**src/shared/adcctl_pkg.sv**
```systemverilog
// Purpose: constants for the converter control and port gating block
// Assumes: 20 MHz system clock, one clock domain
// Notes: field encodings and timing counts live here
package adcctl_pkg;

  localparam int unsigned RES_W = 10;
  localparam int unsigned PORT_W = 8;
  localparam int unsigned ACQ_W = 3;
  localparam int unsigned REF_W = 2;
  localparam int unsigned CNT_W = 8;

  localparam logic [ACQ_W-1:0] ACQ_MANUAL = 3'h0;
  localparam logic [ACQ_W-1:0] ACQ_RESET = ACQ_MANUAL;

  localparam logic [REF_W-1:0] PREF_SUPPLY = 2'h0;
  localparam logic [REF_W-1:0] PREF_EXT = 2'h1;
  localparam logic [REF_W-1:0] PREF_FIXED = 2'h2;
  localparam logic [REF_W-1:0] NREF_GROUND = 2'h0;
  localparam logic [REF_W-1:0] NREF_EXT = 2'h1;

  // Conversion clock period and derived counts
  localparam int unsigned CLK_PERIOD_NS = 50;
  localparam int unsigned TAD_NS = 1000;
  localparam int unsigned TAD_CYC = (TAD_NS + CLK_PERIOD_NS - 1) / CLK_PERIOD_NS;
  localparam int unsigned CONV_TADS = 11;
  localparam int unsigned GAP_TADS = 2;

  localparam logic [CNT_W-1:0] TAD_LAST = CNT_W'(TAD_CYC - 1);
  localparam logic [3:0] CONV_BIT_LAST = 4'(RES_W - 1);
  localparam logic [3:0] CONV_START_BIT = 4'(RES_W);
  localparam logic [3:0] GAP_LAST = 4'(GAP_TADS - 1);

  localparam logic [PORT_W-1:0] PORTB_ALL_ANALOG = 8'hff;
  localparam logic [PORT_W-1:0] PORTB_ALL_DIGITAL = 8'h00;
  localparam logic [RES_W-1:0] RES_ZERO = 10'h000;
  localparam logic [RES_W-1:0] RES_HALF = 10'h200;

  typedef enum logic [1:0] {
    ADCCTL_IDLE = 2'b00,
    ADCCTL_ACQ = 2'b01,
    ADCCTL_CONV = 2'b11,
    ADCCTL_GAP = 2'b10
  } adcctl_state_e;

  // Acquisition time in TAD for the non-manual codes
  function automatic logic [4:0] adcctl_acq_tads(input logic [ACQ_W-1:0] sel);
    logic [4:0] n;
    n = 5'h00;
    unique case (sel)
      3'h0: n = 5'h00;
      3'h1: n = 5'h02;
      3'h2: n = 5'h04;
      3'h3: n = 5'h06;
      3'h4: n = 5'h08;
      3'h5: n = 5'h0c;
      3'h6: n = 5'h10;
      3'h7: n = 5'h14;
    endcase
    return n;
  endfunction

endpackage

```
**src/adcctl_top.sv**
```systemverilog
// Purpose: converter control, reference and channel select, port gating
// Assumes: analog mux and comparator are outside; all inputs synchronous
// Notes: one TAD is TAD_CYC clocks; a conversion takes CONV_TADS TADs
`timescale 1ns/1ns
module adcctl_top import adcctl_pkg::*; #(
  parameter int unsigned NUM_CH = 16,
  parameter int unsigned CH_W = 4
) (
  // Clock and reset
  input wire logic clk,
  input wire logic rst,
  // Converter control
  input wire logic enable,
  input wire logic start_set,
  input wire logic start_clr,
  input wire logic [CH_W-1:0] channel_select,
  input wire logic [REF_W-1:0] pos_ref_select,
  input wire logic [REF_W-1:0] neg_ref_select,
  input wire logic [ACQ_W-1:0] acquisition_time_sel_wr,
  input wire logic acq_sel_we,
  input wire logic result_justify,
  input wire logic done_flag_clr,
  input wire logic done_irq_en,
  // Comparator
  input wire logic cmp_above,
  // Port B analog select
  input wire logic portb_analog_reset_cfg,
  input wire logic [PORT_W-1:0] portb_analog_select_wr,
  input wire logic portb_analog_select_we,
  // Port pins
  input wire logic [PORT_W-1:0] pin_direction,
  input wire logic [PORT_W-1:0] pin_out_level,
  input wire logic [PORT_W-1:0] pin_in_level,
  // Status
  output logic busy_q,
  output logic conversion_done_flag_q,
  output logic done_irq_q,
  output logic wake_q,
  output logic [ACQ_W-1:0] acquisition_time_sel_q,
  output logic [PORT_W-1:0] result_high_q,
  output logic [PORT_W-1:0] result_low_q,
  // Analog routing
  output logic [NUM_CH-1:0] ch_onehot_q,
  output logic sample_q,
  output logic [2:0] pos_ref_onehot_q,
  output logic [1:0] neg_ref_onehot_q,
  // Port gating
  output logic [PORT_W-1:0] portb_analog_select_reg_q,
  output logic [PORT_W-1:0] in_buf_en_q,
  output logic [PORT_W-1:0] out_drv_en_q,
  output logic [PORT_W-1:0] pin_out_q,
  output logic [PORT_W-1:0] port_read_q
);

  ////////////////////////////////////////////////////////////////////////
  // Declarations

  adcctl_state_e state_q;
  adcctl_state_e state_d;
  logic [CNT_W-1:0] tad_cnt_q;
  logic tad_tick;
  logic [4:0] phase_q;
  logic [3:0] bit_q;
  logic [4:0] acq_tads;
  logic sar_load;
  logic sar_step;
  logic [RES_W-1:0] sar_value;
  logic conv_done;
  logic go;
  logic abort;
  logic acq_end;
  logic strap_taken_q;

  // Manual code skips acquisition and converts at once
  function automatic logic acq_is_manual(input logic [ACQ_W-1:0] sel);
    return sel == ACQ_MANUAL;
  endfunction

  assign acq_tads = adcctl_acq_tads(acquisition_time_sel_q);
  assign go = start_set && enable && (state_q == ADCCTL_IDLE);
  assign abort = start_clr || !enable;
  assign tad_tick = (tad_cnt_q == TAD_LAST);
  // Conversion ends when the last bit has been resolved
  assign conv_done = (state_q == ADCCTL_CONV) && tad_tick && (bit_q == 4'h0) && !abort;
  // Last acquisition TAD hands over to conversion
  assign acq_end = (state_q == ADCCTL_ACQ) && tad_tick && (phase_q == 5'h01);
  assign sar_load = go || acq_end;
  assign sar_step = (state_q == ADCCTL_CONV) && tad_tick && (phase_q == 5'h00);

  ////////////////////////////////////////////////////////////////////////
  // Sequencer

  always_comb begin
    state_d = state_q;
    unique case (state_q)
      ADCCTL_IDLE: begin
        if (go) begin
          // Manual acquisition goes straight to conversion
          state_d = acq_is_manual(acquisition_time_sel_q) ? ADCCTL_CONV : ADCCTL_ACQ;
        end
      end
      ADCCTL_ACQ: begin
        if (abort) begin
          state_d = ADCCTL_GAP;
        end else if (acq_end) begin
          state_d = ADCCTL_CONV;
        end
      end
      ADCCTL_CONV: begin
        if (abort || conv_done) begin
          state_d = ADCCTL_GAP;
        end
      end
      ADCCTL_GAP: begin
        if (tad_tick && phase_q[3:0] == GAP_LAST) begin
          state_d = ADCCTL_IDLE;
        end
      end
    endcase
  end

  always_ff @(posedge clk or posedge rst) begin
    if (rst) begin
      state_q <= ADCCTL_IDLE;
    end else begin
      state_q <= state_d;
    end
  end

  always_ff @(posedge clk or posedge rst) begin
    if (rst) begin
      tad_cnt_q <= '0;
    end else if (state_q != state_d || state_q == ADCCTL_IDLE || tad_tick) begin
      tad_cnt_q <= '0;
    end else begin
      tad_cnt_q <= tad_cnt_q + CNT_W'(1);
    end
  end

  // Phase: acquisition countdown, conversion sub-step, or gap count
  always_ff @(posedge clk or posedge rst) begin
    if (rst) begin
      phase_q <= 5'h00;
      bit_q <= 4'h0;
    end else if (go) begin
      phase_q <= acq_is_manual(acquisition_time_sel_q) ? 5'h01 : acq_tads;
      bit_q <= CONV_BIT_LAST;
    end else if (state_q != state_d) begin
      phase_q <= (state_d == ADCCTL_CONV) ? 5'h01 : 5'h00;
      bit_q <= CONV_BIT_LAST;
    end else if (tad_tick) begin
      unique case (state_q)
        ADCCTL_ACQ: phase_q <= phase_q - 5'h01;
        ADCCTL_CONV: begin
          // First TAD of conversion disconnects the hold cap
          if (phase_q != 5'h00) begin
            phase_q <= 5'h00;
          end else begin
            bit_q <= bit_q - 4'h1;
          end
        end
        ADCCTL_GAP: phase_q <= phase_q + 5'h01;
        default: phase_q <= phase_q;
      endcase
    end
  end

  adcctl_sar u_sar (
    .clk(clk),
    .rst(rst),
    .load(sar_load),
    .step(sar_step),
    .bit_idx(bit_q),
    .cmp_above(cmp_above),
    .value_q(sar_value)
  );

  ////////////////////////////////////////////////////////////////////////
  // Control and status bits

  always_ff @(posedge clk or posedge rst) begin
    if (rst) begin
      acquisition_time_sel_q <= ACQ_RESET;
    end else if (acq_sel_we) begin
      acquisition_time_sel_q <= acquisition_time_sel_wr;
    end
  end

  always_ff @(posedge clk or posedge rst) begin
    if (rst) begin
      busy_q <= 1'b0;
    end else begin
      busy_q <= (state_d == ADCCTL_ACQ) || (state_d == ADCCTL_CONV);
    end
  end

  // Set wins over a clear in the same cycle
  always_ff @(posedge clk or posedge rst) begin
    if (rst) begin
      conversion_done_flag_q <= 1'b0;
    end else if (conv_done) begin
      conversion_done_flag_q <= 1'b1;
    end else if (done_flag_clr) begin
      conversion_done_flag_q <= 1'b0;
    end
  end

  always_ff @(posedge clk or posedge rst) begin
    if (rst) begin
      done_irq_q <= 1'b0;
      wake_q <= 1'b0;
    end else begin
      done_irq_q <= done_irq_en && (conv_done || (conversion_done_flag_q && !done_flag_clr));
      wake_q <= done_irq_en && conv_done;
    end
  end

  // Aborted conversions keep the previous result
  always_ff @(posedge clk or posedge rst) begin
    if (rst) begin
      result_high_q <= '0;
      result_low_q <= '0;
    end else if (conv_done) begin
      // Final bit is resolved this cycle; fold it in
      if (result_justify) begin
        result_high_q <= {6'h00, sar_value[9:8]};
        result_low_q <= {sar_value[7:1], cmp_above};
      end else begin
        result_high_q <= sar_value[9:2];
        result_low_q <= {sar_value[1], cmp_above, 6'h00};
      end
    end
  end

  ////////////////////////////////////////////////////////////////////////
  // Analog routing

  // Sampling in idle and acquisition while enabled, not in the gap; gating bits do not affect it
  always_ff @(posedge clk or posedge rst) begin
    if (rst) begin
      ch_onehot_q <= '0;
      sample_q <= 1'b0;
    end else begin
      ch_onehot_q <= enable ? (NUM_CH'(1) << channel_select) : '0;
      sample_q <= enable && (state_d == ADCCTL_IDLE || state_d == ADCCTL_ACQ);
    end
  end

  always_ff @(posedge clk or posedge rst) begin
    if (rst) begin
      pos_ref_onehot_q <= 3'h1;
      neg_ref_onehot_q <= 2'h1;
    end else begin
      unique case (pos_ref_select)
        PREF_EXT: pos_ref_onehot_q <= 3'h4;
        PREF_FIXED: pos_ref_onehot_q <= 3'h2;
        default: pos_ref_onehot_q <= 3'h1;
      endcase
      neg_ref_onehot_q <= (neg_ref_select == NREF_EXT) ? 2'h2 : 2'h1;
    end
  end

  ////////////////////////////////////////////////////////////////////////
  // Port gating

  // Configuration strap caught once after reset release
  always_ff @(posedge clk or posedge rst) begin
    if (rst) begin
      strap_taken_q <= 1'b0;
    end else if (!strap_taken_q) begin
      strap_taken_q <= 1'b1;
    end
  end

  always_ff @(posedge clk or posedge rst) begin
    if (rst) begin
      portb_analog_select_reg_q <= PORTB_ALL_ANALOG;
    end else if (portb_analog_select_we) begin
      portb_analog_select_reg_q <= portb_analog_select_wr;
    end else if (!strap_taken_q) begin
      portb_analog_select_reg_q <= portb_analog_reset_cfg ? PORTB_ALL_ANALOG
                                                         : PORTB_ALL_DIGITAL;
    end
  end

  // Gating follows last cycle's select and direction
  always_ff @(posedge clk or posedge rst) begin
    if (rst) begin
      in_buf_en_q <= '0;
      out_drv_en_q <= '0;
      pin_out_q <= '0;
      port_read_q <= '0;
    end else begin
      in_buf_en_q <= ~portb_analog_select_reg_q;
      // Driver stays on for analog pins with direction cleared
      out_drv_en_q <= ~pin_direction;
      pin_out_q <= pin_out_level;
      port_read_q <= pin_in_level & ~portb_analog_select_reg_q;
    end
  end

endmodule // adcctl_top

```
**src/adcctl_sar.sv**
```systemverilog
// Purpose: successive approximation register for the converter
// Assumes: comparator input is synchronous and valid during each step
// Notes: trial bit moves one place per step pulse
`timescale 1ns/1ns
module adcctl_sar import adcctl_pkg::*; (
  // Clock and reset
  input wire logic clk,
  input wire logic rst,
  // Control
  input wire logic load,
  input wire logic step,
  input wire logic [3:0] bit_idx,
  input wire logic cmp_above,
  // Result
  output logic [RES_W-1:0] value_q
);

  logic [RES_W-1:0] value_d;

  always_comb begin
    value_d = value_q;
    if (load) begin
      value_d = RES_HALF;
    end else if (step) begin
      // Keep trial bit if input is above, then try the next one
      value_d[bit_idx] = cmp_above;
      if (bit_idx != 4'h0) begin
        value_d[bit_idx - 4'h1] = 1'b1;
      end
    end
  end

  always_ff @(posedge clk or posedge rst) begin
    if (rst) begin
      value_q <= RES_ZERO;
    end else begin
      value_q <= value_d;
    end
  end

endmodule // adcctl_sar

```
**config.mk**
```make
export PLATFORM = sky130hd
export DESIGN_NAME = adcctl_top
export DESIGN_NICKNAME = d
export VERILOG_FILES = /design/src/shared/adcctl_pkg.sv /design/src/adcctl_top.sv /design/src/adcctl_sar.sv
export SDC_FILE = /design/constraint.sdc
export NUM_CORES = 1
export LEC_CHECK = 0
export BUFFER_PORTS_ARGS = -buffer_cell sky130_fd_sc_hd__buf_4
export CAP_MARGIN = 20
export CORE_AREA = 2 2 137 152
export CTS_BUF_LIST = sky130_fd_sc_hd__clkbuf_8
export DETAILED_ROUTE_END_ITERATION = 12
export DIE_AREA = 0 0 139 154
export SYNTH_ARGS = -nofsm -noshare
export SYNTH_HDL_FRONTEND = slang
export SYNTH_SLANG_ARGS = --single-unit
export TNS_END_PERCENT = 5
```
**constraint.sdc**
```tcl
create_clock -name clk -period 3.1 [get_ports clk]
set_clock_uncertainty 0.15 [all_clocks]
set_input_delay 0.155 -clock clk [delete_from_list [all_inputs] [get_ports clk]]
set_output_delay 0.155 -clock clk [all_outputs]
set_load 0.005 [all_outputs]
```
## Yosys cells after proc, flatten, opt, wreduce, memory -nomap -nowiden

Memory sizes are Yosys's and may differ from the RTL's.
Index checks and enable logic that the tools add are counted.

| operators by class | value |
|---|---|
| $add $sub $neg | 4 |
| multiply operators | 0 |
| divide/modulo/power cells | 0 |
| order comparisons | 4 |
| eq/ne operators | 15 |
| shifts and indexed selects | 1 |
| mux-type cells | 38 |
| bitwise operators | 4 |
| reduce and logical (&&, ||, !) cells | 40 |

Operator list:

| kind | count |
|---|---|
| 8-bit 2-to-1 mux | 6 |
| 10-bit 2-to-1 mux | 3 |
| 5-bit 2-to-1 mux | 5 |
| 4-bit 2-to-1 mux | 5 |
| 16-bit 2-to-1 mux | 1 |
| 8-bit inverter | 2 |
| 1-bit by 4-bit left shift with 16-bit output (first input constant) | 1 |
| 1-bit logical AND | 15 |
| 5-bit case mux with 3 select lines | 1 |
| 2-bit 2-to-1 mux | 7 |
| 10-bit bitwise mux | 1 |
| 4-bit by 5-bit less-than comparator with 1-bit output (second input constant) | 2 |
| 10-bit bitwise OR | 1 |
| 5-bit nonzero test | 2 |
| 8-bit by 1-bit adder with 8-bit output (second input constant) | 1 |
| 8-bit AND | 1 |
| 1-bit demux with 4-bit select | 2 |
| 2-bit by 1-bit == test with 1-bit output (second input constant) | 4 |
| 2-bit == test (second input constant) | 4 |
| 8-bit by 5-bit == test with 1-bit output (second input constant) | 1 |
| 4-bit by 1-bit >= comparator with 1-bit output (second input constant) | 2 |
| 1-bit logical OR | 8 |
| 2-bit case mux with 4 select lines | 1 |
| 3-bit case mux with 2 select lines | 1 |
| other kinds (19) | 29 |

| storage, ports and cells | value |
|---|---|
| flip-flop bits (word level) | 115 |
| latch bits | 0 |
| memory bits (writable) | 0 |
| bits in read-only memories | 32 |
| bits of input ports | 55 |
| output and inout port bits | 85 |
| word-level logic and storage cells | 129 |
| memories kept | 1 |

Memories:

| name | words | width | rd ports | clocked after Yosys merged registers in | write ports | line | text |
|---|---|---|---|---|---|---|---|
| (name not given) | 8 | 4 | 1 | 0 | 0 | adcctl_pkg.sv:49 | `unique case (sel)` |

## Depth between registers and ports, before layout

Gate-level depths: netlist of the first run.

| depth | value |
|---|---|
| depth after elaboration | 11 |
| depth in mapped cells | 10 |
| mapped depth without buffers | 7 |

## Modules after synthesis

A second synthesis of the first run with hierarchy kept.

| unflattened totals | value |
|---|---|
| cells, all modules | 435 |
| area total of the unflattened synthesis | 4827.1 µm² |

By module, submodules not included:

| module | instances | cells each | area each (µm²) | sequential area each (µm²) |
|---|---|---|---|---|
| adcctl_top | 1 | 375 | 4190.3 | 2615.0 |
| adcctl_sar | 1 | 60 | 636.9 | 250.2 |

## Least setup slack after synthesis of the first run

OpenSTA, ideal clock, no wires.

| timing path | value |
|---|---|
| path kind | register to register |
| from | reg bit_q[0] |
| to | reg bit_q[0] |
| library setup time | 0.131 ns |
| arrival time | 2.158 ns |
| data required time | 2.819 ns |
| setup slack | 0.661 ns |
| stages on the path, launching flop included | 10 |
| path buffers | 2 |
| period minus slack after synthesis | 2.439 ns |
| cells stage by stage | dfrtp_1 -> inv_1 -> ha_1 -> buf_2 -> and3_1 -> nand4_1 -> o2111ai_1 -> or2_1 -> buf_4 -> or3_1 |

| between the ends | value |
|---|---|
| longest elaborated chain between the ends | 9 |
| elaborated cells between the ends (all ways) | 17 |
| classes of those cells | add/sub (1); eq/ne (2); mux (7); reduce/logical (7) |

RTL lines:

| what | line | text |
|---|---|---|
| start: declaration | adcctl_top.sv:63 | `logic [3:0] bit_q;` |
| start signal: assignment | adcctl_top.sv:159 | `bit_q <= bit_q - 4'h1;` |
| 4-bit zero test | adcctl_top.sv:84 | `assign conv_done = (state_q == ADCCTL_CONV) && tad_tick && (bit_q == 4'h0) && !abort;` |
| 1-bit logical AND (2 in series) | adcctl_top.sv:84 |  |
| 1-bit logical OR | adcctl_top.sv:110 | `if (abort \|\| conv_done) begin` |
| 2-bit 2-to-1 mux | adcctl_top.sv:110 |  |
| 2-bit case mux with 4 select lines | adcctl_top.sv:95 | `unique case (state_q)` |
| 2-bit inequality test | adcctl_top.sv:148 | `end else if (state_q != state_d) begin` |
| 3-bit inequality test (no line), or another cell as far along | - |  |
| 3-bit AND reduction (no line) or 4-bit 2-to-1 mux (tied branches) | - |  |

Parallel ways exist; a longest one is shown, timed or not. The select of a mux whose other input is x is not followed.
A chain may end at the register's enable or synchronous reset.

## Worst setup path in the final report of the first run

| timing path | value |
|---|---|
| from | reg bit_q[0] |
| to | reg result_low_q[0] |

| between the ends | value |
|---|---|
| longest elaborated chain between the ends | 3 |

RTL lines:

| what | line | text |
|---|---|---|
| 4-bit zero test | adcctl_top.sv:84 |  |
| 1-bit logical AND (2 in series) | adcctl_top.sv:84 |  |
| end signal: assignment | adcctl_top.sv:227 | `result_low_q <= {sar_value[7:1], cmp_above};` |
| end signal: assignment | adcctl_top.sv:230 | `result_low_q <= {sar_value[1], cmp_above, 6'h00};` |
| end: declaration | adcctl_top.sv:41 | `output logic [PORT_W-1:0] result_low_q,` |

No other way between the ends.

==> results.json, run 1 <==
{
  "ctsRootBufferMaster": "sky130_fd_sc_hd__clkbuf_8",
  "netlist_area_um2": 4890,
  "grt_pass1_wl_um": 21000,
  "net_count_after_synthesis": 525,
  "initial_antenna_violation_count": 0,
  "number_of_nets_in_the_layout": 745,
  "dpl_worst_slack_ps": 445,
  "synthToLayoutAreaGrowth_pct": 51.9,
  "detail_route.iter0.violations": 252,
  "p_per_area_nw_per_um2": 526,
  "synth.avg_cell_area_um2": 10.7,
  "fill_cells": 1967,
  "synth_cell_type_count": 56,
  "largest_net_degree_at_the_start_of_global_routing": 114,
  "chipHeight_um": 154,
  "clkLatencyLatePin_ps": 430,
  "vdd_drop_max_v": 0.000216,
  "ys_dominant_reg_cell": "sky130_fd_sc_hd__dfrtp_1",
  "clockBufferDepth": 2,
  "io_buffers": 139,
  "critical_path.endpoint_type": "register",
  "timing.hold.worst_endpoint": "busy_q",
  "numCtsBuffers": 17,
  "synth_fa_ha_area_share_pct": 3.32,
  "timing.critical_path.arrival_ps": 3040,
  "max-slew-margin-rel_pct": 53.4,
  "fraction_of_the_yosys_area_taken_by_sequential_cells_pct": 58.0,
  "dieArea_um2": 21400,
  "starting_utilization_of_the_core_area_pct": 24.8,
  "worst-r2r-cell-count": 10,
  "grt_use_total_pct": 11.9,
  "synth_async_sr_flop_share_pct": 100,
  "post-route-worst-setup-slack_ps": 275,
  "first_global_vias": 4313,
  "boundaryPins": 140,
  "report.final.hold_viol_count": 0,
  "timing.rr.end": "result_low_q[0]",
  "syn_inst": 457,
  "postRouteAntennaNets": 0,
  "largest_family_of_logic_cells_by_synthesized_area": "simple AND/OR/NAND/NOR gates",
  "final_core_utilization_pct": 37.7,
  "synth.area.mux_share_pct": 2.58,
  "dr_total_vias": 4151,
  "post_synth_and_or_nand_nor_area_fraction_pct": 18.8,
  "max_clock_freq_ghz": 0.354,
  "critical_path.reg2reg.startpoint": "bit_q[0]",
  "post-route-cell-area_um2": 7430,
  "cellLeakagePower_nw": 3.51,
  "share_of_layout_cells_above_drive_strength_1_pct": 29.4,
  "hold_depth": 4,
  "clk_pin_slew_ps": 80,
  "crit_path_start_kind": "register",
  "holdCritStartpoint": "start_clr",
  "totalWireLength_um": 12400,
  "critPathRequiredTime_ps": 3320,
  "worstMarginPinSlew_ps": 694,
  "report.final.setup_viol": 0,
  "grt_setup_unrepaired": "no",
  "postSynthRegisterBits": 113,
  "period_minus_slack_ps": 2830,
  "dpl_cell_area_um2": 6240,
  "dr.pass1.iters": 4,
  "core-area_um2": 19700,
  "overflow": 0,
  "cts.htree.levels": 4,
  "max-cap-violations": 0,
  "rows": 54,
  "detailedPlacementHpwl_um": 8060,
  "hp-class": "input pin to register",
  "status": "finished, final reports clean",
  "overall_power_mw": 3.91,
  "floorplan_die_width_um": 139,
  "post_synth_xor_area_fraction_pct": 2.15,
  "ys_warn_count": 0,
  "critical_path_class": "register to register",
  "crit_fanout": 21,
  "gpl.final_weighted_congestion": 0.824,
  "reg2reg_setup_slack_ps": 270,
  "remaining_design_rule_violation_count": 0,
  "synth_compound_gate_area_share_pct": 10.6,
  "setup-tns-final_ps": 0,
  "synth_enable_flop_cells": 0,
  "final-max-slew-violation-count": 0,
  "diodes": 0,
  "cts_tree": "yes",
  "detail_route.wl_per_cell_um": 13.2,
  "vias_per_cell": 4.41,
  "cts.sink_count": 113,
  "final_min_period_over_clock_period_pct": 91.1
}
-- timing repair --
action                                  4_1_cts  5_1_grt
buffers inserted                              0        0
hold buffers                                 75        0
resized for setup                             0        1
endpoints found under the hold margin       183        0
endpoints found under the setup margin        0        1
-- per-layer routing --
layer  wire length [µm]  global-route usage, %
met1               5450                   14.8
met2               5970                   19.3
met3                793                   3.64
met4                193                   4.86
met5                  0                      0
-- per-stage QoR --
step / std cells / hold WS, ps
after floorplan: 457 / 36.4
after global placement: 835 / 115
after detailed placement: 835 / 116
after CTS: 942 / 34.8
after global routing: 942 / 89.6
final: 942 / 76.5
-- cells in the mapped netlist (2+ instances only) --
cell type / count / area, µm²
sky130_fd_sc_hd__nor4_1: 9 / 56.3
sky130_fd_sc_hd__nand2b_1: 6 / 37.5
sky130_fd_sc_hd__o22ai_1: 5 / 31.3
sky130_fd_sc_hd__mux2i_1: 7 / 70.1
sky130_fd_sc_hd__buf_2: 5 / 25.0
sky130_fd_sc_hd__nor2b_1: 12 / 75.1
sky130_fd_sc_hd__nor3b_1: 3 / 22.5
sky130_fd_sc_hd__a21oi_1: 22 / 110
sky130_fd_sc_hd__nand3_1: 15 / 75.1
sky130_fd_sc_hd__a41oi_1: 2 / 17.5
sky130_fd_sc_hd__and4_1: 2 / 17.5
sky130_fd_sc_hd__o2bb2ai_1: 2 / 17.5
sky130_fd_sc_hd__nor2_1: 37 / 139
sky130_fd_sc_hd__a221oi_1: 3 / 26.3
sky130_fd_sc_hd__a31oi_1: 2 / 12.5
sky130_fd_sc_hd__a211oi_1: 6 / 45.0
sky130_fd_sc_hd__inv_1: 29 / 109
sky130_fd_sc_hd__o21ai_0: 22 / 110
sky130_fd_sc_hd__nand4_1: 4 / 25.0
sky130_fd_sc_hd__ha_1: 13 / 163
sky130_fd_sc_hd__a22oi_1: 2 / 15.0
sky130_fd_sc_hd__dfstp_2: 10 / 263
sky130_fd_sc_hd__mux2_2: 5 / 56.3
sky130_fd_sc_hd__xor2_1: 5 / 43.8
sky130_fd_sc_hd__dfrtp_1: 103 / 2580
sky130_fd_sc_hd__clkbuf_1: 14 / 52.6
sky130_fd_sc_hd__buf_1: 3 / 11.3
sky130_fd_sc_hd__nor3_1: 12 / 60.1
sky130_fd_sc_hd__nand2_1: 41 / 154
sky130_fd_sc_hd__nand3b_1: 9 / 67.6
sky130_fd_sc_hd__and3_1: 9 / 56.3
sky130_fd_sc_hd__and2_1: 4 / 25.0
sky130_fd_sc_hd__xnor2_1: 7 / 61.3
sky130_fd_sc_hd__o32a_1: 5 / 50.1
-- critical path, cell delays in order (launching register included) --
cell	delay (ps)
sky130_fd_sc_hd__dfrtp_1	440
sky130_fd_sc_hd__inv_1	150
sky130_fd_sc_hd__ha_1	360
sky130_fd_sc_hd__and3_1	200
sky130_fd_sc_hd__nand4_1	130
sky130_fd_sc_hd__buf_4	230
sky130_fd_sc_hd__nor2_1	110
sky130_fd_sc_hd__buf_4	250
sky130_fd_sc_hd__nand3_1	110
sky130_fd_sc_hd__dlygate4sd3_1	570
sky130_fd_sc_hd__nand2_1	60
-- where the power goes --
part / switching (mW) / internal (mW) / leakage [nW]
Clock: 0.673 / 0.855 / 0.218
Combinational: 0.301 / 0.373 / 1.86
Sequential: 0.121 / 1.59 / 1.42
Total: 1.10 / 2.82 / 3.51
-- state kept, by name, summed over array words and instances (netlist names), 2 cells and up --
register                   cells
neg_ref_onehot_q               2
port_read_q                    8
bit_q                          4
portb_analog_select_reg_q      8
in_buf_en_q                    8
ch_onehot_q                   16
tad_cnt_q                      8
pin_out_q                      8
u_sar.value_q                  9
out_drv_en_q                   8
result_low_q                   8
pos_ref_onehot_q               3
phase_q                        5
acquisition_time_sel_q         3
result_high_q                  8
-- how the worst max path moves through the flow --
stage	start	endpoint	slack, ps	cells past startpoint
floorplan	bit_q[0]	bit_q[0]	660	9
global placement	tad_cnt_q[0]	tad_cnt_q[5]	530	7
detailed placement	bit_q[0]	bit_q[0]	440	8
CTS	tad_cnt_q[0]	result_low_q[0]	280	9
global route	bit_q[0]	result_low_q[0]	60	10
finish	bit_q[0]	result_low_q[0]	270	10
-- area by class of cell --
type	count	area [µm²]	area share (%)
flip-flops and latches	113	2840	38.2
inverters	29	113	1.51
repair buffers	225	1890	25.4
multi-input cells	291	1840	24.8
well taps	252	315	4.24
clock buffers	19	262	3.52
clock inverters	13	173	2.32
-- layout by cell type (no fill, tap or decap), types with 3 or more instances in the layout --
| cell | count |
|---|---|
| sky130_fd_sc_hd__ha_1 | 13 |
| sky130_fd_sc_hd__bufinv_16 | 3 |
| sky130_fd_sc_hd__nor4_1 | 9 |
| sky130_fd_sc_hd__clkbuf_8 | 19 |
| sky130_fd_sc_hd__o32a_1 | 5 |
| sky130_fd_sc_hd__o22ai_1 | 5 |
| sky130_fd_sc_hd__dfrtp_1 | 103 |
| sky130_fd_sc_hd__dfstp_2 | 10 |
| sky130_fd_sc_hd__nor2b_1 | 12 |
| sky130_fd_sc_hd__inv_1 | 28 |
| sky130_fd_sc_hd__nand2_1 | 41 |
| sky130_fd_sc_hd__xnor2_1 | 7 |
| sky130_fd_sc_hd__buf_4 | 149 |
| sky130_fd_sc_hd__mux2i_1 | 7 |
| sky130_fd_sc_hd__nor3b_1 | 3 |
| sky130_fd_sc_hd__mux2_2 | 5 |
| sky130_fd_sc_hd__a211oi_1 | 6 |
| sky130_fd_sc_hd__o21ai_0 | 22 |
| sky130_fd_sc_hd__nand3b_1 | 9 |
| sky130_fd_sc_hd__inv_6 | 6 |
| sky130_fd_sc_hd__nand4_1 | 4 |
| sky130_fd_sc_hd__a221oi_1 | 3 |
| sky130_fd_sc_hd__nor3_1 | 12 |
| sky130_fd_sc_hd__nand3_1 | 15 |
| sky130_fd_sc_hd__and2_1 | 4 |
| sky130_fd_sc_hd__xor2_1 | 5 |
| sky130_fd_sc_hd__dlygate4sd3_1 | 75 |
| sky130_fd_sc_hd__and3_1 | 9 |
| sky130_fd_sc_hd__nor2_1 | 37 |
| sky130_fd_sc_hd__a21oi_1 | 22 |
| sky130_fd_sc_hd__nand2b_1 | 6 |
-- cell families after synthesis --
| family | count (synthesis) |
|---|---|
| other cells | 1 |
| compound gates | 80 |
| simple gates | 173 |
| buf+inv | 53 |
| mux | 12 |
| xor+xnor | 12 |
| fa+ha+maj | 13 |
| flops | 113 |
Power figures use the tool's default switching activity.
==> run 2: changes to the inputs <==
--- a/config.mk
+++ b/config.mk
@@ -7,10 +7,11 @@
 export LEC_CHECK = 0
 export BUFFER_PORTS_ARGS = -buffer_cell sky130_fd_sc_hd__buf_4
 export CAP_MARGIN = 20
-export CORE_AREA = 2 2 137 152
+export CORE_AREA = 2 2 112 125
 export CTS_BUF_LIST = sky130_fd_sc_hd__clkbuf_8
 export DETAILED_ROUTE_END_ITERATION = 12
-export DIE_AREA = 0 0 139 154
+export DIE_AREA = 0 0 114 127
+export GPL_TIMING_DRIVEN = 0
 export SYNTH_ARGS = -nofsm -noshare
 export SYNTH_HDL_FRONTEND = slang
 export SYNTH_SLANG_ARGS = --single-unit
==> constraint.sdc (replaced) <==
create_clock -name clk -period 2.3 [get_ports clk]
set_clock_uncertainty 0.15 [all_clocks]
set_input_delay 0.115 -clock clk [delete_from_list [all_inputs] [get_ports clk]]
set_output_delay 0.115 -clock clk [all_outputs]
set_load 0.005 [all_outputs]
==> run 2 against run 1 <==
  * The flow now finishes with violations (setup timing)
  * Clock power increased by 20%
  * Register-to-register slack worse by 300 ps
  * Critical path depth is 1 lower
  * Fmax grew 21%
  * Worst setup slack got worse by 300 ps
  * Sequential share of layout area shrank 0.091 points
  * Critical path type unchanged
  * Core utilization rose by 19 points
  * Wire length down 0.31%
  * Power grew 33%
  * Design area increased by 0.37%
  * First-iteration DRC count down 7.1%
==> results.json, run 2 (synthesis results as in run 1) <==
{
  "initial_antenna_violation_count": 0,
  "core-area_um2": 13100,
  "numCtsBuffers": 17,
  "starting_utilization_of_the_core_area_pct": 37.3,
  "crit_path_start_kind": "register",
  "report.final.setup_viol": 4,
  "clockBufferDepth": 2,
  "remaining_design_rule_violation_count": 0,
  "layout_commonest_cell": "sky130_fd_sc_hd__buf_4",
  "boundaryPins": 140,
  "biggest_regs": "ch_onehot_q: 16 flops, u_sar.value_q: 9 flops",
  "dieArea_um2": 14500,
  "ctsRootBufferMaster": "sky130_fd_sc_hd__clkbuf_8",
  "setup-tns-final_ps": -36.4,
  "seqCellArea_um2": 2840,
  "largest_net_degree_at_the_start_of_global_routing": 43,
  "crit_fanout": 5,
  "synthToLayoutAreaGrowth_pct": 52.5,
  "largest_register_ffs": 16,
  "hp-class": "input pin to register",
  "clk_pin_slew_ps": 70,
  "cellLeakagePower_nw": 3.57,
  "detail_route.wl_per_cell_um": 14.2,
  "final-max-slew-violation-count": 0,
  "gpl.final_weighted_congestion": 0.872,
  "max-cap-violations": 0,
  "cts.sink_count": 113,
  "post-route-worst-setup-slack_ps": -25.7,
  "critical_path.endpoint_type": "register",
  "rows": 44,
  "cts.htree.levels": 4,
  "final_core_utilization_pct": 57.0,
  "dr.pass1.iters": 5,
  "grt_use_total_pct": 17.4,
  "violations_in_the_final_reports": "setup timing",
  "max-slew-margin-rel_pct": 53.7,
  "dpl_worst_slack_ps": -520,
  "fill_cells": 1123,
  "clkLatencyLatePin_ps": 430,
  "share_of_layout_cells_above_drive_strength_1_pct": 34.5,
  "grt_pass1_wl_um": 20000,
  "max_clock_freq_ghz": 0.430,
  "largest_register": "ch_onehot_q",
  "critical_path_class": "register to register",
  "dr_total_vias": 4224,
  "multi_input_area_um2": 1940,
  "worstMarginPinSlew_ps": 690,
  "status": "finished, violations left",
  "detail_route.iter0.violations": 234,
  "diodes": 0,
  "vdd_drop_max_v": 0.000371,
  "io_buffers": 138,
  "p_per_area_nw_per_um2": 696,
  "first_global_vias": 4184,
  "floorplan_die_width_um": 114,
  "report.final.hold_viol_count": 0,
  "timing.critical_path.arrival_ps": 2490,
  "vias_per_cell": 4.86,
  "detailedPlacementHpwl_um": 8140,
  "layout_common_cells": "sky130_fd_sc_hd__buf_4, sky130_fd_sc_hd__dfrtp_1, sky130_fd_sc_hd__dlygate4sd3_1",
  "chipHeight_um": 127,
  "final_min_period_over_clock_period_pct": 101,
  "cts_tree": "yes",
  "period_minus_slack_ps": 2330,
  "grt_setup_unrepaired": "yes",
  "totalWireLength_um": 12400,
  "overflow": 0,
  "postRouteAntennaNets": 0,
  "critPathRequiredTime_ps": 2460,
  "number_of_nets_in_the_layout": 763
}
[run 2: final timing paths]
kind | endpoint | start | cells past startpoint | slack, ps
hold reg to reg | in_buf_en_q[0] | portb_analog_select_reg_q[0] | 1 | 310
setup reg to reg | bit_q[1] | tad_cnt_q[5] | 9 | -30
hold / removal | result_high_q[6] | result_justify | 3 | 50
min in group asynchronous | out_drv_en_q[7] | rst | 3 | 140
max in group asynchronous | tad_cnt_q[5] | rst | 5 | 1090
setup / recovery | bit_q[1] | tad_cnt_q[5] | 9 | -30
[run 2: stage by stage]
stage | power, mW | hold slack, ps | cells | area, µm²
floorplan | 2.78 | -3.57 | 457 | 4900
global placement | 3.11 | 74.8 | 756 | 6130
detailed placement | 3.14 | 26.6 | 759 | 6190
CTS | 5.17 | 5.66 | 854 | 7290
global route | 5.48 | 14.1 | 869 | 7460
finish | 5.20 | 46.5 | 869 | 7460
[run 2: critical path, cell delays in order, from the launching register on]
cell,delay (ps)
sky130_fd_sc_hd__dfrtp_2,440
sky130_fd_sc_hd__nor4b_4,300
sky130_fd_sc_hd__buf_4,180
sky130_fd_sc_hd__nand4_1,190
sky130_fd_sc_hd__a311oi_4,370
sky130_fd_sc_hd__or2_1,180
sky130_fd_sc_hd__buf_6,140
sky130_fd_sc_hd__buf_8,120
sky130_fd_sc_hd__buf_4,110
sky130_fd_sc_hd__a211oi_1,40
[run 2: repair_timing]
action / 4_1_cts / 5_1_grt
resized for setup: 21 / 16
cloned: 0 / 4
buffers inserted: 10 / 11
endpoints found under the hold margin: 124 / 0
pin swaps: 5 / 6
hold buffers: 55 / 0
setup endpoints to repair: 43 / 41
[run 2: power breakdown]
part           leakage (nW)  switching (mW)  internal [mW]  total [mW]
clock                 0.185           0.869          0.969        1.84
combinational          1.97           0.507          0.585        1.09
sequential             1.42           0.125           2.14        2.27
total                  3.57            1.50           3.69        5.20
[run 2: metal layers]
metal / up-vias / routed length [µm] / global-route usage [%]
met5: - / 0 / 0
met4: 0 / 253 / 6.81
met3: 25 / 765 / 5.69
met2: 144 / 6260 / 29.2
met1: 1999 / 5090 / 20.8
li1: 2056 / - / -
[run 2: layout make-up]
| cell class | count | area share (%) |
|---|---|---|
| Inverter | 29 | 1.51 |
| Timing Repair Buffer | 221 | 24.8 |
| Multi-Input combinational cell | 291 | 26.0 |
| Buffer | 22 | 1.58 |
| Clock inverter | 15 | 2.15 |
| Clock buffer | 17 | 3.14 |
| Tap cell | 161 | 2.70 |
| Sequential cell | 113 | 38.1 |
